<file path="config.mk">
export PLATFORM = sky130hd
export DESIGN_NAME = ufc_flow_ctrl
export DESIGN_NICKNAME = d
export VERILOG_FILES = /design/src/include/ufc_pkg.sv /design/src/design/ufc_flow_ctrl.sv
export SDC_FILE = /design/constraint.sdc
export NUM_CORES = 1
export LEC_CHECK = 0
export ABC_AREA = 1
export BUFFER_PORTS_ARGS = -buffer_cell sky130_fd_sc_hd__buf_2
export CAP_MARGIN = 25
export CORE_MARGIN = 5
export CORE_UTILIZATION = 42
export CTS_BUF_LIST = sky130_fd_sc_hd__clkbuf_2
export DETAILED_ROUTE_END_ITERATION = 8
export HOLD_SLACK_MARGIN = 0.15
export PLACE_DENSITY_LB_ADDON = 0.05
export SLEW_MARGIN = 20
export SYNTH_ARGS = -nofsm -noshare
export SYNTH_HDL_FRONTEND = slang
export SYNTH_SLANG_ARGS = --single-unit
export TNS_END_PERCENT = 10
</file>
<file path="constraint.sdc">
create_clock -name CLK -period 3.3 [get_ports CLK]
set_input_delay 0.33 -clock CLK [delete_from_list [all_inputs] [get_ports CLK]]
set_output_delay 0.33 -clock CLK [all_outputs]
set_load 0.01 [all_outputs]
</file>
<file path="src/include/ufc_pkg.sv">
package ufc_pkg;

  // ----------------------------------------------------------------
  // Register offsets
  // ----------------------------------------------------------------
  localparam int ADDR_W = 4;
  localparam logic [3:0] A_MCR = 4'h0;
  localparam logic [3:0] A_LCR = 4'h1;
  localparam logic [3:0] A_IER = 4'h2;
  localparam logic [3:0] A_ISR = 4'h3;
  localparam logic [3:0] A_EFR = 4'h4;
  localparam logic [3:0] A_FEATURE_CONTROL_REG = 4'h5;
  localparam logic [3:0] A_MSR = 4'h6;
  localparam logic [3:0] A_CHR0 = 4'h7;
  localparam logic [3:0] A_STAT = 4'hb;
  localparam int NUM_CHR = 4;
  localparam int CHR_FIRST_RESUME_CHAR = 0;
  localparam int CHR_SECOND_STOP_CHAR = 3;

  // ----------------------------------------------------------------
  // Field positions
  // ----------------------------------------------------------------
  localparam int MCR_DTR = 0;
  localparam int MCR_RTS = 1;
  localparam int MCR_PAIR = 2;
  localparam int EFR_SWRX = 0;
  localparam int EFR_SWTX = 2;
  localparam int EFR_UNLOCK = 4;
  localparam int EFR_SPECIAL = 5;
  localparam int EFR_AUTO_REQ = 6;
  localparam int EFR_AUTO_CLR = 7;
  localparam int IER_XOFF = 5;
  localparam int IER_REQ = 6;
  localparam int IER_CLR = 7;
  localparam int ISR_XOFF = 4;
  localparam int ISR_FLOW = 5;
  localparam int FEATURE_CONTROL_REG_TRIG = 0;
  localparam int FEATURE_CONTROL_REG_HDX = 5;
  localparam int MSR_TURN = 4;
  localparam int LCR_WL = 0;

  // ----------------------------------------------------------------
  // Values
  // ----------------------------------------------------------------
  localparam logic [7:0] RESET_BYTE = 8'h00;
  localparam logic [1:0] SW_OFF = 2'h0;
  localparam logic [1:0] SW_CH2 = 2'h2;
  localparam logic [1:0] SW_BOTH = 2'h3;
  localparam logic [4:0] LVL_0 = 5'h00;
  localparam logic [4:0] LVL_1 = 5'h01;
  localparam logic [4:0] LVL_4 = 5'h04;
  localparam logic [4:0] LVL_8 = 5'h08;
  localparam logic [4:0] LVL_14 = 5'h0e;
  localparam logic [4:0] LVL_16 = 5'h10;
  localparam logic [4:0] WL_BASE = 5'h05;
  localparam logic [4:0] FRAME_EXTRA = 5'h02;
  localparam int CHAR_TIMES = 2;

  typedef enum logic [2:0] {
    UFC_IDLE = 3'b000,
    UFC_WAIT = 3'b001,
    UFC_OFF = 3'b010,
    UFC_HELD = 3'b011,
    UFC_ON = 3'b100
  } ufc_state_t;

endpackage

</file>
<file path="src/design/ufc_flow_ctrl.sv">
// The placing of the registers and the strobed register port were left to the implementer.
`timescale 1ns/1ps
module ufc_flow_ctrl
  import ufc_pkg::*;
#(
  parameter int LVL_W = 5
) (
  input wire logic CLK,
  input wire logic RST_N,
  input wire logic [ADDR_W-1:0] ADDR,
  input wire logic [7:0] WDATA,
  input wire logic WR,
  input wire logic RD,
  output logic [7:0] RDATA,
  input wire logic RX_VALID,
  input wire logic [7:0] RX_DATA,
  input wire logic [LVL_W-1:0] RX_LEVEL,
  input wire logic RX_FULL,
  output logic RX_PUSH,
  output logic [7:0] RX_PUSH_DATA,
  input wire logic TX_FIFO_EMPTY,
  input wire logic TX_SHIFT_BUSY,
  input wire logic BIT_TICK,
  output logic TX_ALLOW,
  output logic TX_INS_VALID,
  output logic [7:0] TX_INS_DATA,
  input wire logic TX_INS_TAKEN,
  input wire logic CTS_N,
  input wire logic DSR_N,
  output logic RTS_N,
  output logic DTR_N,
  output logic IRQ,
  output logic TX_EMPTY_IRQ
);

  // ----------------------------------------------------------------
  // Helper functions
  // ----------------------------------------------------------------
  // Address hit for a write or read strobe
  function automatic logic hit(input logic strobe, input logic [ADDR_W-1:0] a,
                               input logic [ADDR_W-1:0] off);
    hit = strobe & (a == off);
  endfunction

  // Masked compare over the programmed word length
  function automatic logic chr_eq(input logic [7:0] a, input logic [7:0] b,
                                  input logic [1:0] wl);
    logic [7:0] m;
    m = 8'hff >> (2'h3 - wl);
    chr_eq = ((a ^ b) & m) == 8'h00;
  endfunction

  // Level below, trigger level, next level above, for steps 0, 1 and 2
  function automatic logic [4:0] lvl_of(input logic [1:0] s, input logic [1:0] step);
    logic [4:0] t [4];
    t[0] = LVL_0;
    t[1] = LVL_1;
    t[2] = LVL_4;
    t[3] = LVL_8;
    lvl_of = LVL_0;
    case (step)
      2'h0: lvl_of = (s == 2'h3) ? LVL_8 : t[s];
      2'h1: lvl_of = (s == 2'h0) ? LVL_1 : (s == 2'h1) ? LVL_4 :
                     (s == 2'h2) ? LVL_8 : LVL_14;
      default: lvl_of = (s == 2'h0) ? LVL_4 : (s == 2'h1) ? LVL_8 :
                        (s == 2'h2) ? LVL_14 : LVL_16;
    endcase
  endfunction

  // ----------------------------------------------------------------
  // Registers
  // ----------------------------------------------------------------
  logic [7:0] mcr_reg, lcr_reg, ier_reg, efr_reg, feature_control_reg_reg, msr_reg;
  logic [7:0] chr_reg [NUM_CHR];
  logic isr_xoff_reg, isr_flow_reg;
  logic req_hold_reg, xoff_hold_reg, clr_d_reg, dir_n_reg;
  logic first_off_reg, first_on_reg, second_reg;
  logic [4:0] wait_cnt_reg;
  logic [3:0] turn_cnt_reg;
  ufc_state_t state_reg, state_next;

  // Register writes
  always_ff @(posedge CLK or negedge RST_N) begin
    if (!RST_N) begin
      mcr_reg <= RESET_BYTE;
      lcr_reg <= RESET_BYTE;
      ier_reg <= RESET_BYTE;
      efr_reg <= RESET_BYTE;
      feature_control_reg_reg <= RESET_BYTE;
      msr_reg <= RESET_BYTE;
    end else begin
      if (hit(WR, ADDR, A_MCR)) mcr_reg <= WDATA;
      if (hit(WR, ADDR, A_LCR)) lcr_reg <= WDATA;
      if (hit(WR, ADDR, A_IER)) ier_reg <= WDATA;
      if (hit(WR, ADDR, A_EFR)) efr_reg <= WDATA;
      if (hit(WR, ADDR, A_FEATURE_CONTROL_REG)) feature_control_reg_reg <= WDATA;
      if (hit(WR, ADDR, A_MSR)) msr_reg <= WDATA;
    end
  end

  // Flow-control character registers
  genvar gi;
  generate
    for (gi = 0; gi < NUM_CHR; gi++) begin : g_chr
      always_ff @(posedge CLK or negedge RST_N) begin
        if (!RST_N) begin
          chr_reg[gi] <= RESET_BYTE;
        end else if (hit(WR, ADDR, A_CHR0 + ADDR_W'(gi))) begin
          chr_reg[gi] <= WDATA;
        end
      end
    end
  endgenerate

  // ----------------------------------------------------------------
  // Mode decode
  // ----------------------------------------------------------------
  wire pair_dtr = mcr_reg[MCR_PAIR];
  wire auto_req = efr_reg[EFR_AUTO_REQ];
  wire auto_clr = efr_reg[EFR_AUTO_CLR];
  wire unlock = efr_reg[EFR_UNLOCK];
  wire hdx = feature_control_reg_reg[FEATURE_CONTROL_REG_HDX];
  wire [1:0] wl = lcr_reg[LCR_WL +: 2];
  wire [1:0] trig_sel = feature_control_reg_reg[FEATURE_CONTROL_REG_TRIG +: 2];
  wire [1:0] sw_rx = efr_reg[EFR_SWRX +: 2];
  wire [1:0] sw_tx = efr_reg[EFR_SWTX +: 2];
  wire [3:0] turn_dly = msr_reg[MSR_TURN +: 4];
  wire [LVL_W-1:0] lvl_low = LVL_W'(lvl_of(trig_sel, 2'h0));
  wire [LVL_W-1:0] lvl_trig = LVL_W'(lvl_of(trig_sel, 2'h1));
  wire [LVL_W-1:0] lvl_high = LVL_W'(lvl_of(trig_sel, 2'h2));

  // ----------------------------------------------------------------
  // Receive side request throttling
  // ----------------------------------------------------------------
  wire lvl_at_high = RX_LEVEL >= lvl_high;
  wire lvl_at_low = RX_LEVEL <= lvl_low;
  wire req_hold_next = !auto_req ? 1'b0 :
                       lvl_at_high ? 1'b1 :
                       lvl_at_low ? 1'b0 : req_hold_reg;
  wire sel_bit = pair_dtr ? mcr_reg[MCR_DTR] : mcr_reg[MCR_RTS];
  // In half duplex the pin follows the direction flop: high while sending
  wire sel_pin_next = hdx ? dir_n_reg : ~(sel_bit & ~req_hold_reg);
  wire rts_n_next = pair_dtr ? ~mcr_reg[MCR_RTS] : sel_pin_next;
  wire dtr_n_next = pair_dtr ? sel_pin_next : ~mcr_reg[MCR_DTR];
  wire sel_pin_now = pair_dtr ? DTR_N : RTS_N;
  wire req_edge = sel_pin_next != sel_pin_now;

  // ----------------------------------------------------------------
  // Clear-line monitor
  // ----------------------------------------------------------------
  wire clr_in_n = pair_dtr ? DSR_N : CTS_N;
  wire clr_edge = clr_in_n != clr_d_reg;
  wire clr_hold = auto_clr & clr_in_n;

  // ----------------------------------------------------------------
  // Received character compare
  // ----------------------------------------------------------------
  wire m_on1 = chr_eq(RX_DATA, chr_reg[0], wl);
  wire m_on2 = chr_eq(RX_DATA, chr_reg[1], wl);
  wire m_off1 = chr_eq(RX_DATA, chr_reg[2], wl);
  wire m_off2 = chr_eq(RX_DATA, chr_reg[3], wl);
  wire xoff_m = (sw_rx == SW_BOTH) ? (first_off_reg & m_off2) :
                (sw_rx == SW_CH2) ? m_off2 : m_off1;
  wire xon_m = (sw_rx == SW_BOTH) ? (first_on_reg & m_on2) :
               (sw_rx == SW_CH2) ? m_on2 : m_on1;
  wire sw_on = sw_rx != SW_OFF;
  wire xoff_hit = RX_VALID & sw_on & xoff_m;
  wire xon_hit = RX_VALID & sw_on & xon_m & xoff_hold_reg;
  wire special_hit = RX_VALID & efr_reg[EFR_SPECIAL] & m_off2;
  wire flow_hit = xoff_hit | (RX_VALID & sw_on & xon_m);
  wire push_next = RX_VALID & ~RX_FULL & (special_hit | ~flow_hit);
  wire xoff_hold_next = !sw_on ? 1'b0 : xoff_hit ? 1'b1 :
                        xon_hit ? 1'b0 : xoff_hold_reg;

  // ----------------------------------------------------------------
  // Interrupt status
  // ----------------------------------------------------------------
  wire isr_rd = hit(RD, ADDR, A_ISR);
  wire flow_set = unlock & ((ier_reg[IER_REQ] & req_edge) |
                            (ier_reg[IER_CLR] & clr_edge));
  wire xoff_set = (ier_reg[IER_XOFF] & xoff_hit) | special_hit;
  wire isr_flow_next = flow_set | (isr_flow_reg & ~isr_rd);
  wire isr_xoff_next = xoff_set | (isr_xoff_reg & ~isr_rd & ~xon_hit);

  // ----------------------------------------------------------------
  // Automatic stop/resume character transmit
  // ----------------------------------------------------------------
  wire [4:0] char_bits = WL_BASE + 5'(wl) + FRAME_EXTRA;
  wire [4:0] wait_len = 5'(CHAR_TIMES * char_bits);
  wire wait_done = BIT_TICK & (wait_cnt_reg == wait_len - 5'h01);
  wire last_chr = (sw_tx != SW_BOTH) | second_reg;

  // Send sequencer
  always_comb begin
    state_next = state_reg;
    case (state_reg)
      UFC_IDLE: if (sw_tx != SW_OFF && RX_LEVEL >= lvl_trig) state_next = UFC_WAIT;
      UFC_WAIT: if (wait_done) state_next = UFC_OFF;
      UFC_OFF: if (TX_INS_TAKEN && last_chr) state_next = UFC_HELD;
      UFC_HELD: if (lvl_at_low) state_next = UFC_ON;
      UFC_ON: if (TX_INS_TAKEN && last_chr) state_next = UFC_IDLE;
      default: state_next = UFC_IDLE;
    endcase
  end

  wire second_next = (state_reg == UFC_OFF || state_reg == UFC_ON) &&
                     TX_INS_TAKEN && !last_chr;
  wire ins_next = state_next == UFC_OFF || state_next == UFC_ON;
  wire use2 = (sw_tx == SW_CH2) | second_next | (second_reg & ~TX_INS_TAKEN);
  wire [1:0] ins_idx = {state_next == UFC_OFF, use2};

  // ----------------------------------------------------------------
  // Half-duplex direction and transmit gating
  // ----------------------------------------------------------------
  wire tsr_empty = TX_FIFO_EMPTY & ~TX_SHIFT_BUSY;
  wire tx_pending = ~TX_FIFO_EMPTY | TX_INS_VALID;
  wire turn_wait = dir_n_reg & tsr_empty & ~tx_pending;
  wire dir_n_next = !hdx ? 1'b0 :
                    tx_pending ? 1'b1 :
                    (turn_wait && turn_cnt_reg == turn_dly) ? 1'b0 :
                    dir_n_reg;
  wire allow_next = ~clr_hold & ~xoff_hold_reg & (~hdx | dir_n_reg);

  // ----------------------------------------------------------------
  // Read mux
  // ----------------------------------------------------------------
  logic [7:0] rd_mux;
  always_comb begin
    rd_mux = 8'h00;
    case (ADDR)
      A_MCR: rd_mux = mcr_reg;
      A_LCR: rd_mux = lcr_reg;
      A_IER: rd_mux = ier_reg;
      A_ISR: rd_mux = {2'h0, isr_flow_reg, isr_xoff_reg, 4'h0};
      A_EFR: rd_mux = efr_reg;
      A_FEATURE_CONTROL_REG: rd_mux = feature_control_reg_reg;
      A_MSR: rd_mux = {msr_reg[7:4], 2'h0, DSR_N, CTS_N};
      A_STAT: rd_mux = {3'h0, dir_n_reg, clr_hold, xoff_hold_reg, req_hold_reg, TX_ALLOW};
      default: rd_mux = (ADDR >= A_CHR0 && ADDR < A_STAT) ? chr_reg[2'(ADDR - A_CHR0)] :
                        8'h00;
    endcase
  end

  // Read data and status state
  always_ff @(posedge CLK or negedge RST_N) begin
    if (!RST_N) begin
      RDATA <= 8'h00;
      isr_flow_reg <= 1'b0;
      isr_xoff_reg <= 1'b0;
      IRQ <= 1'b0;
    end else begin
      RDATA <= RD ? rd_mux : 8'h00;
      isr_flow_reg <= isr_flow_next;
      isr_xoff_reg <= isr_xoff_next;
      IRQ <= isr_flow_next | isr_xoff_next;
    end
  end

  // Receive path and flow holds
  always_ff @(posedge CLK or negedge RST_N) begin
    if (!RST_N) begin
      req_hold_reg <= 1'b0;
      xoff_hold_reg <= 1'b0;
      first_off_reg <= 1'b0;
      first_on_reg <= 1'b0;
      clr_d_reg <= 1'b1;
      RX_PUSH <= 1'b0;
      RX_PUSH_DATA <= 8'h00;
    end else begin
      req_hold_reg <= req_hold_next;
      xoff_hold_reg <= xoff_hold_next;
      clr_d_reg <= clr_in_n;
      if (RX_VALID) first_off_reg <= m_off1;
      if (RX_VALID) first_on_reg <= m_on1;
      RX_PUSH <= push_next;
      if (RX_VALID) RX_PUSH_DATA <= RX_DATA;
    end
  end

  // Sequencer, turnaround and pins
  always_ff @(posedge CLK or negedge RST_N) begin
    if (!RST_N) begin
      state_reg <= UFC_IDLE;
      second_reg <= 1'b0;
      wait_cnt_reg <= 5'h00;
      turn_cnt_reg <= 4'h0;
      dir_n_reg <= 1'b0;
      TX_INS_VALID <= 1'b0;
      TX_INS_DATA <= 8'h00;
      TX_ALLOW <= 1'b0;
      RTS_N <= 1'b1;
      DTR_N <= 1'b1;
      TX_EMPTY_IRQ <= 1'b0;
    end else begin
      state_reg <= state_next;
      second_reg <= second_next | (second_reg & ~TX_INS_TAKEN);
      wait_cnt_reg <= (state_reg != UFC_WAIT) ? 5'h00 : wait_cnt_reg + 5'(BIT_TICK);
      turn_cnt_reg <= !turn_wait ? 4'h0 : turn_cnt_reg + 4'(BIT_TICK);
      dir_n_reg <= dir_n_next;
      TX_INS_VALID <= ins_next;
      TX_INS_DATA <= chr_reg[ins_idx];
      TX_ALLOW <= allow_next;
      RTS_N <= rts_n_next;
      DTR_N <= dtr_n_next;
      TX_EMPTY_IRQ <= hdx ? tsr_empty : TX_FIFO_EMPTY;
    end
  end
endmodule

</file>
==> results of run 1 <==
==> worst min-delay path, stage by stage <==
cell and delay [ns]:
buf_2 0.17, nor2_4 0.09, nand2_1 0.23, o21ai_0 0.11
==> synth_stat cells (2+ instances only) <==
library cell | number | area share
nand2_1 | 307 | 0.16
dfrtp_1 | 125 | 0.44
o21ai_0 | 122 | 0.085
inv_1 | 109 | 0.057
nor2_1 | 44 | 0.023
nand3_1 | 30 | 0.021
a21oi_1 | 29 | 0.020
nand4_1 | 28 | 0.024
ha_1 | 27 | 0.047
clkbuf_1 | 16 | 0.0084
xnor2_1 | 15 | 0.018
o21ai_1 | 11 | 0.0077
inv_2 | 10 | 0.0052
nand2_2 | 7 | 0.0061
nand3b_1 | 5 | 0.0052
nor3_1 | 5 | 0.0035
nor2_2 | 4 | 0.0035
o22ai_1 | 4 | 0.0035
dfstp_2 | 3 | 0.011
nor2_4 | 3 | 0.0047
a21boi_0 | 2 | 0.0021
a22o_1 | 2 | 0.0024
a31oi_1 | 2 | 0.0017
buf_2 | 2 | 0.0014
buf_6 | 2 | 0.0031
nand3_4 | 2 | 0.0049
nand4_2 | 2 | 0.0035
nor3_2 | 2 | 0.0028
nor3b_1 | 2 | 0.0021
o2111ai_1 | 2 | 0.0024
o21ai_2 | 2 | 0.0024
or2_2 | 2 | 0.0017
xor2_1 | 2 | 0.0024
==> worst paths after layout <==
| check | from | endpoint | cells after the start |
|---|---|---|---|
| worst min register to register | RX_PUSH_DATA[1]$_DFFE_PN0P_ | RX_PUSH_DATA[1]$_DFFE_PN0P_ | 2 |
| worst min-delay path | ADDR[3] | msr_reg[6]$_DFFE_PN0P_ | 4 |
| max in group asynchronous | RST_N | RX_PUSH_DATA[7]$_DFFE_PN0P_ | 4 |
| worst max register to register | feature_control_reg_reg[0]$_DFFE_PN0P_ | TX_INS_DATA[0]$_DFF_PN0_ | 12 |
| min in group asynchronous | RST_N | efr_reg[7]$_DFFE_PN0P_ | 3 |
| worst max-delay path | feature_control_reg_reg[0]$_DFFE_PN0P_ | TX_INS_DATA[0]$_DFF_PN0_ | 12 |
==> power groups by stage <==
stage | sequential (mW) | clock (mW) | combinational (mW)
after floorplan | 2.13 | 0 | 0.890
after global placement | 2.20 | 0 | 1.30
after detailed placement | 2.20 | 0 | 1.31
after CTS | 2.17 | 1.07 | 1.35
after global routing | 2.22 | 1.14 | 1.55
final | 2.18 | 1.05 | 1.35
==> layout make-up <==
type,count,area (um2)
multi-input cells,670,3400
fillers,1693,8320
well taps,220,275
clock buffers,17,85.1
inverters,119,447
repair buffers,106,744
flip-flops and latches,128,3210
clock inverters,15,160
diodes,1,2.50
==> layer usage <==
| layer | wire length [um] | vias up | GRT usage |
|---|---|---|---|
| li1 | - | 3239 | - |
| met1 | 10800 | 2966 | 0.340 |
| met2 | 9170 | 176 | 0.322 |
| met3 | 1300 | 21 | 0.0484 |
| met4 | 431 | 0 | 0.0602 |
| met5 | 0 | - | 0 |
==> cell families (layout without fill, tap and decap cells) <==
logic type,after synthesis,in the layout
AOI/OAI and AO/OA,179,179
other,0,1
and+or+nand+nor,447,447
xor gates and xnor gates,17,17
DFF,128,128
buffers and inverters,140,257
adders and majority gates,27,27
==> results_dict.tcl, run 1 <==
set metrics [dict create \
    drive_gt1_frac 0.134 \
    routedWlPerCell_um 17.0 \
    syn_area_per_cell_um2 7.63 \
    hold_viol 0 \
    numClockSinks 128 \
    p_leak_nw 4.26 \
    core_um2 16600 \
    largest_register_ffs 32 \
    die_area_um2 19700 \
    path_buf_inv 2 \
    swShare 0.401 \
    viasPerCell 5.02 \
    vdd_drop_max_mv 0.367 \
    p_comb_frac 0.296 \
    p_int_mw 2.74 \
    cts_tree "built" \
    nets 1106 \
    cts_buffer_depth 2 \
    grt_overflow 0 \
    utilization 0.500 \
    die_height_um 141 \
    critPathSlowestCell "dfrtp_1" \
    power.density_nw_per_um2 550 \
    place_congestion 0.908 \
    place_inst 1206 \
    synth-seq-cells 128 \
    clkPwrFrac 0.229 \
    cap_violations 0 \
    cts_buffers 17 \
    synth_cells 938 \
    power_mw 4.58 \
    cp_max_fo 10 \
    status "finished, final reports clean" \
    setup_violations 0 \
    synth-edff-count 0 \
    synth.distinct_cells 41 \
    io-pin-count 68 \
    drtIter0Drc 514 \
    cts_hold_buf 35 \
    firstDrtPassIters 5 \
    synth_mux_area_frac 0 \
    rows 47 \
    clk_pin_slew_ns 0.24 \
    grtUsageTotal 0.224 \
    arrival_ns 3.21 \
    vias 6402 \
    hpwl_um 16000 \
    syn2layout_area_growth_pct 16.3 \
    drcViolationCount 0 \
    first_global_vias 5964 \
    synthFlopType "dfrtp_1" \
    relSlewSlack 0.566 \
    fin_cells 1276 \
    fin_tns_setup_ns 0 \
    power_frac_seq 0.475 \
    critPathKind "flip-flop to flip-flop" \
    fin_crit_sh 0.765 \
    ys_async_sr_fraction 1.00 \
    path_cells "inv_1, ha_1, or2_2, ha_1, inv_1, nor2_1, o21ai_0, nand4_1, nand3_1, nand3_4, nand2_1, nand2_1" \
    grt_max_degree 105 \
    fmax_mhz 396 \
    end_kind "flip-flop" \
    critPathLaunchType "flip-flop" \
    whs_ns 0.168 \
    place_area_um2 7690 \
    synth_compound_area_frac 0.131 \
    synth_top_family_by_area "simple AND/OR/NAND/NOR gates" \
    slew_viol_final 0 \
    ant_nets 0 \
    wl_um 21700 \
    yosys.area_share.xor_xnor 0.0208 \
    finClkSkew_ns 0.0349 \
    portBuffers 67 \
    hold_class "input port to flip-flop" \
    finalWorstSetupSlack_ns 0.775 \
    cts_root_buffer "clkbuf_2" \
    ys_warn_count 0 \
    switching_power_mw 1.83 \
    insertion_delay_ns 0.76 \
    rsz0062_at_grt "no" \
    dp_slack_ns 0.799 \
    die_w_um 141 \
    layout_common_cells "nand2_1, dfrtp_1, o21ai_0" \
    synth_area_um2 7150 \
    synth-simple-area-share 0.276 \
    syn_nets 1002 \
    worst-endpoint-required_ns 3.98 \
    synth_fa_ha_area_frac 0.0472 \
    ff2ff_setup_slack_ns 0.78 \
    worst_pin_slew_ns 0.649 \
    initial_core_util 0.430 \
    grt_first_pass_wirelength_um 34000 \
    seq_area_frac_synth 0.448 \
    h-tree-depth 4 \
    crit_family "simple AND/OR/NAND/NOR gates" \
    stdcell_area_um2 8320 \
    post_cts_buffers 0 \
    period_minus_slack_ns 2.52 \
    layout_commonest_cell "nand2_1" \
    cts_resized 0 \
    max_stage_delay_ns 0.47 \
    antenna_found_initial 1 \
]
Power figures use the tool's default switching activity.
==> inputs of run 2 (changes only) <==
==> constraint.sdc (replaced) <==
create_clock -name CLK -period 2.17 [get_ports CLK]
set_input_delay 0.217 -clock CLK [delete_from_list [all_inputs] [get_ports CLK]]
set_output_delay 0.217 -clock CLK [all_outputs]
set_load 0.01 [all_outputs]
==> results_dict.tcl, run 2 (same netlist as run 1, synthesis figures left out) <==
set metrics [dict create \
    first_global_vias 6113 \
    drtIter0Drc 549 \
    grt_first_pass_wirelength_um 34500 \
    slew_viol_final 0 \
    cap_violations 0 \
    worst-endpoint-required_ns 2.83 \
    end_kind "flip-flop" \
    grt_overflow 0 \
    die_area_um2 19700 \
    cp_max_fo 6 \
    status "finished, final reports clean" \
    p_leak_nw 4.42 \
    utilization 0.522 \
    rsz0062_at_grt "yes" \
    portBuffers 67 \
    power.density_nw_per_um2 826 \
    fillers 1656 \
    ant_nets 0 \
    rows 47 \
    arrival_ns 2.80 \
    vdd_drop_max_mv 0.320 \
    die_w_um 141 \
    insertion_delay_ns 0.72 \
    fin_tns_setup_ns 0 \
    cts_buffer_depth 2 \
    drcViolationCount 0 \
    vias 6530 \
    hold_class "input port to flip-flop" \
    cts_root_buffer "clkbuf_2" \
    io-pin-count 68 \
    critPathKind "flip-flop to flip-flop" \
    die_height_um 141 \
    viasPerCell 4.99 \
    hpwl_um 16000 \
    largest_register_ffs 32 \
    drive_gt1_frac 0.170 \
    syn2layout_area_growth_pct 21.4 \
    relSlewSlack 0.560 \
    critPathLaunchType "flip-flop" \
    grt_max_degree 61 \
    period_minus_slack_ns 2.14 \
    routedWlPerCell_um 16.5 \
    hold_viol 0 \
    nets 1137 \
    layout_common_cells "nand2_1, dfrtp_1, o21ai_0" \
    cts_buffers 17 \
    worst_pin_slew_ns 0.657 \
    cts_tree "built" \
    fin_crit_sh 0.985 \
    antenna_found_initial 1 \
    layout_commonest_cell "nand2_1" \
    grtUsageTotal 0.224 \
    fmax_mhz 468 \
    initial_core_util 0.430 \
    firstDrtPassIters 5 \
    stdcell_area_um2 8690 \
    place_area_um2 7860 \
    clk_pin_slew_ns 0.18 \
    setup_violations 0 \
    ff2ff_setup_slack_ns 0.03 \
    place_congestion 0.929 \
    finClkSkew_ns 0.0399 \
    h-tree-depth 4 \
    wl_um 21600 \
    numClockSinks 128 \
    core_um2 16600 \
]
-- run 2: cell count changes in the layout (fill, tap and decap cells not counted), moves of 3 or more --
cell	before	now
ha_4	0	3
nand2_1	307	303
dlygate4sd3_1	36	42
buf_4	2	24
inv_2	10	15
nand2_4	1	4
ha_1	27	22
inv_1	109	104
-- run 2: metrics by stage --
step                worst slack, ns  cells  total power, mW  hold slack (ns)
CTS                         -0.0283   1306             7.17            0.209
global placement            -0.0620   1227             5.40            0.241
detailed placement           -0.129   1227             5.42            0.242
floorplan                    0.0969    938             4.59          -0.0786
finish                       0.0333   1308             7.17            0.278
global route                 -0.119   1308             7.71            0.247
-- run 2: timing repair --
action	CTS	global route
setup buffers	3	0
hold endpoints to repair	253	0
setup endpoints to repair	9	13
pin swaps	6	8
hold buffers	42	0
cloned	2	0
resized for setup	8	19
-- run 2: worst paths after layout --
kind / to / start / cells after the start
setup / recovery: TX_INS_DATA[1]$_DFF_PN0_ / feature_control_reg_reg[0]$_DFFE_PN0P_ / 11
hold / removal: RDATA[6]$_DFF_PN0_ / ADDR[0] / 8
setup reg to reg: TX_INS_DATA[1]$_DFF_PN0_ / feature_control_reg_reg[0]$_DFFE_PN0P_ / 11
hold reg to reg: RX_PUSH_DATA[0]$_DFFE_PN0P_ / RX_PUSH_DATA[0]$_DFFE_PN0P_ / 2
max in group asynchronous: chr_reg[14]$_DFFE_PN0P_ / RST_N / 4
min in group asynchronous: xoff_hold_reg$_DFFE_PN0P_ / RST_N / 3
-- run 2: power by group --
| part | internal, mW | total, mW | switching (mW) |
|---|---|---|---|
| registers | 2.85 | 3.27 | 0.420 |
| logic | 0.923 | 2.32 | 1.40 |
| clock network | 0.637 | 1.58 | 0.948 |
-- run 2: per-layer routing --
layer / share of wire / track usage / wire (um)
met1: 0.49 / 0.336 / 10600
met2: 0.42 / 0.329 / 9070
met5: 0 / 0 / 0
met3: 0.068 / 0.0423 / 1480
met4: 0.023 / 0.0673 / 494
-- run 2: layout make-up --
type | instances | area [um2] | share of cell area
Antenna cell | 2 | 5.00 | 0.000576
Inverter | 119 | 447 | 0.0514
Tap cell | 220 | 275 | 0.0317
Timing Repair Buffer | 135 | 973 | 0.112
Clock inverter | 15 | 168 | 0.0193
Sequential cell | 128 | 3210 | 0.369
Multi-Input combinational cell | 672 | 3530 | 0.406
Clock buffer | 17 | 85.1 | 0.00979
-- run 2: worst max-delay path: stages (launching register included) --
cell	delay, ns
dfrtp_1	0.45
ha_1	0.22
or2_4	0.26
ha_4	0.26
inv_1	0.04
nor2_2	0.11
nand4_1	0.08
nand4_1	0.22
nand3_4	0.18
nand3_4	0.13
nand2_1	0.06
nand2_1	0.06
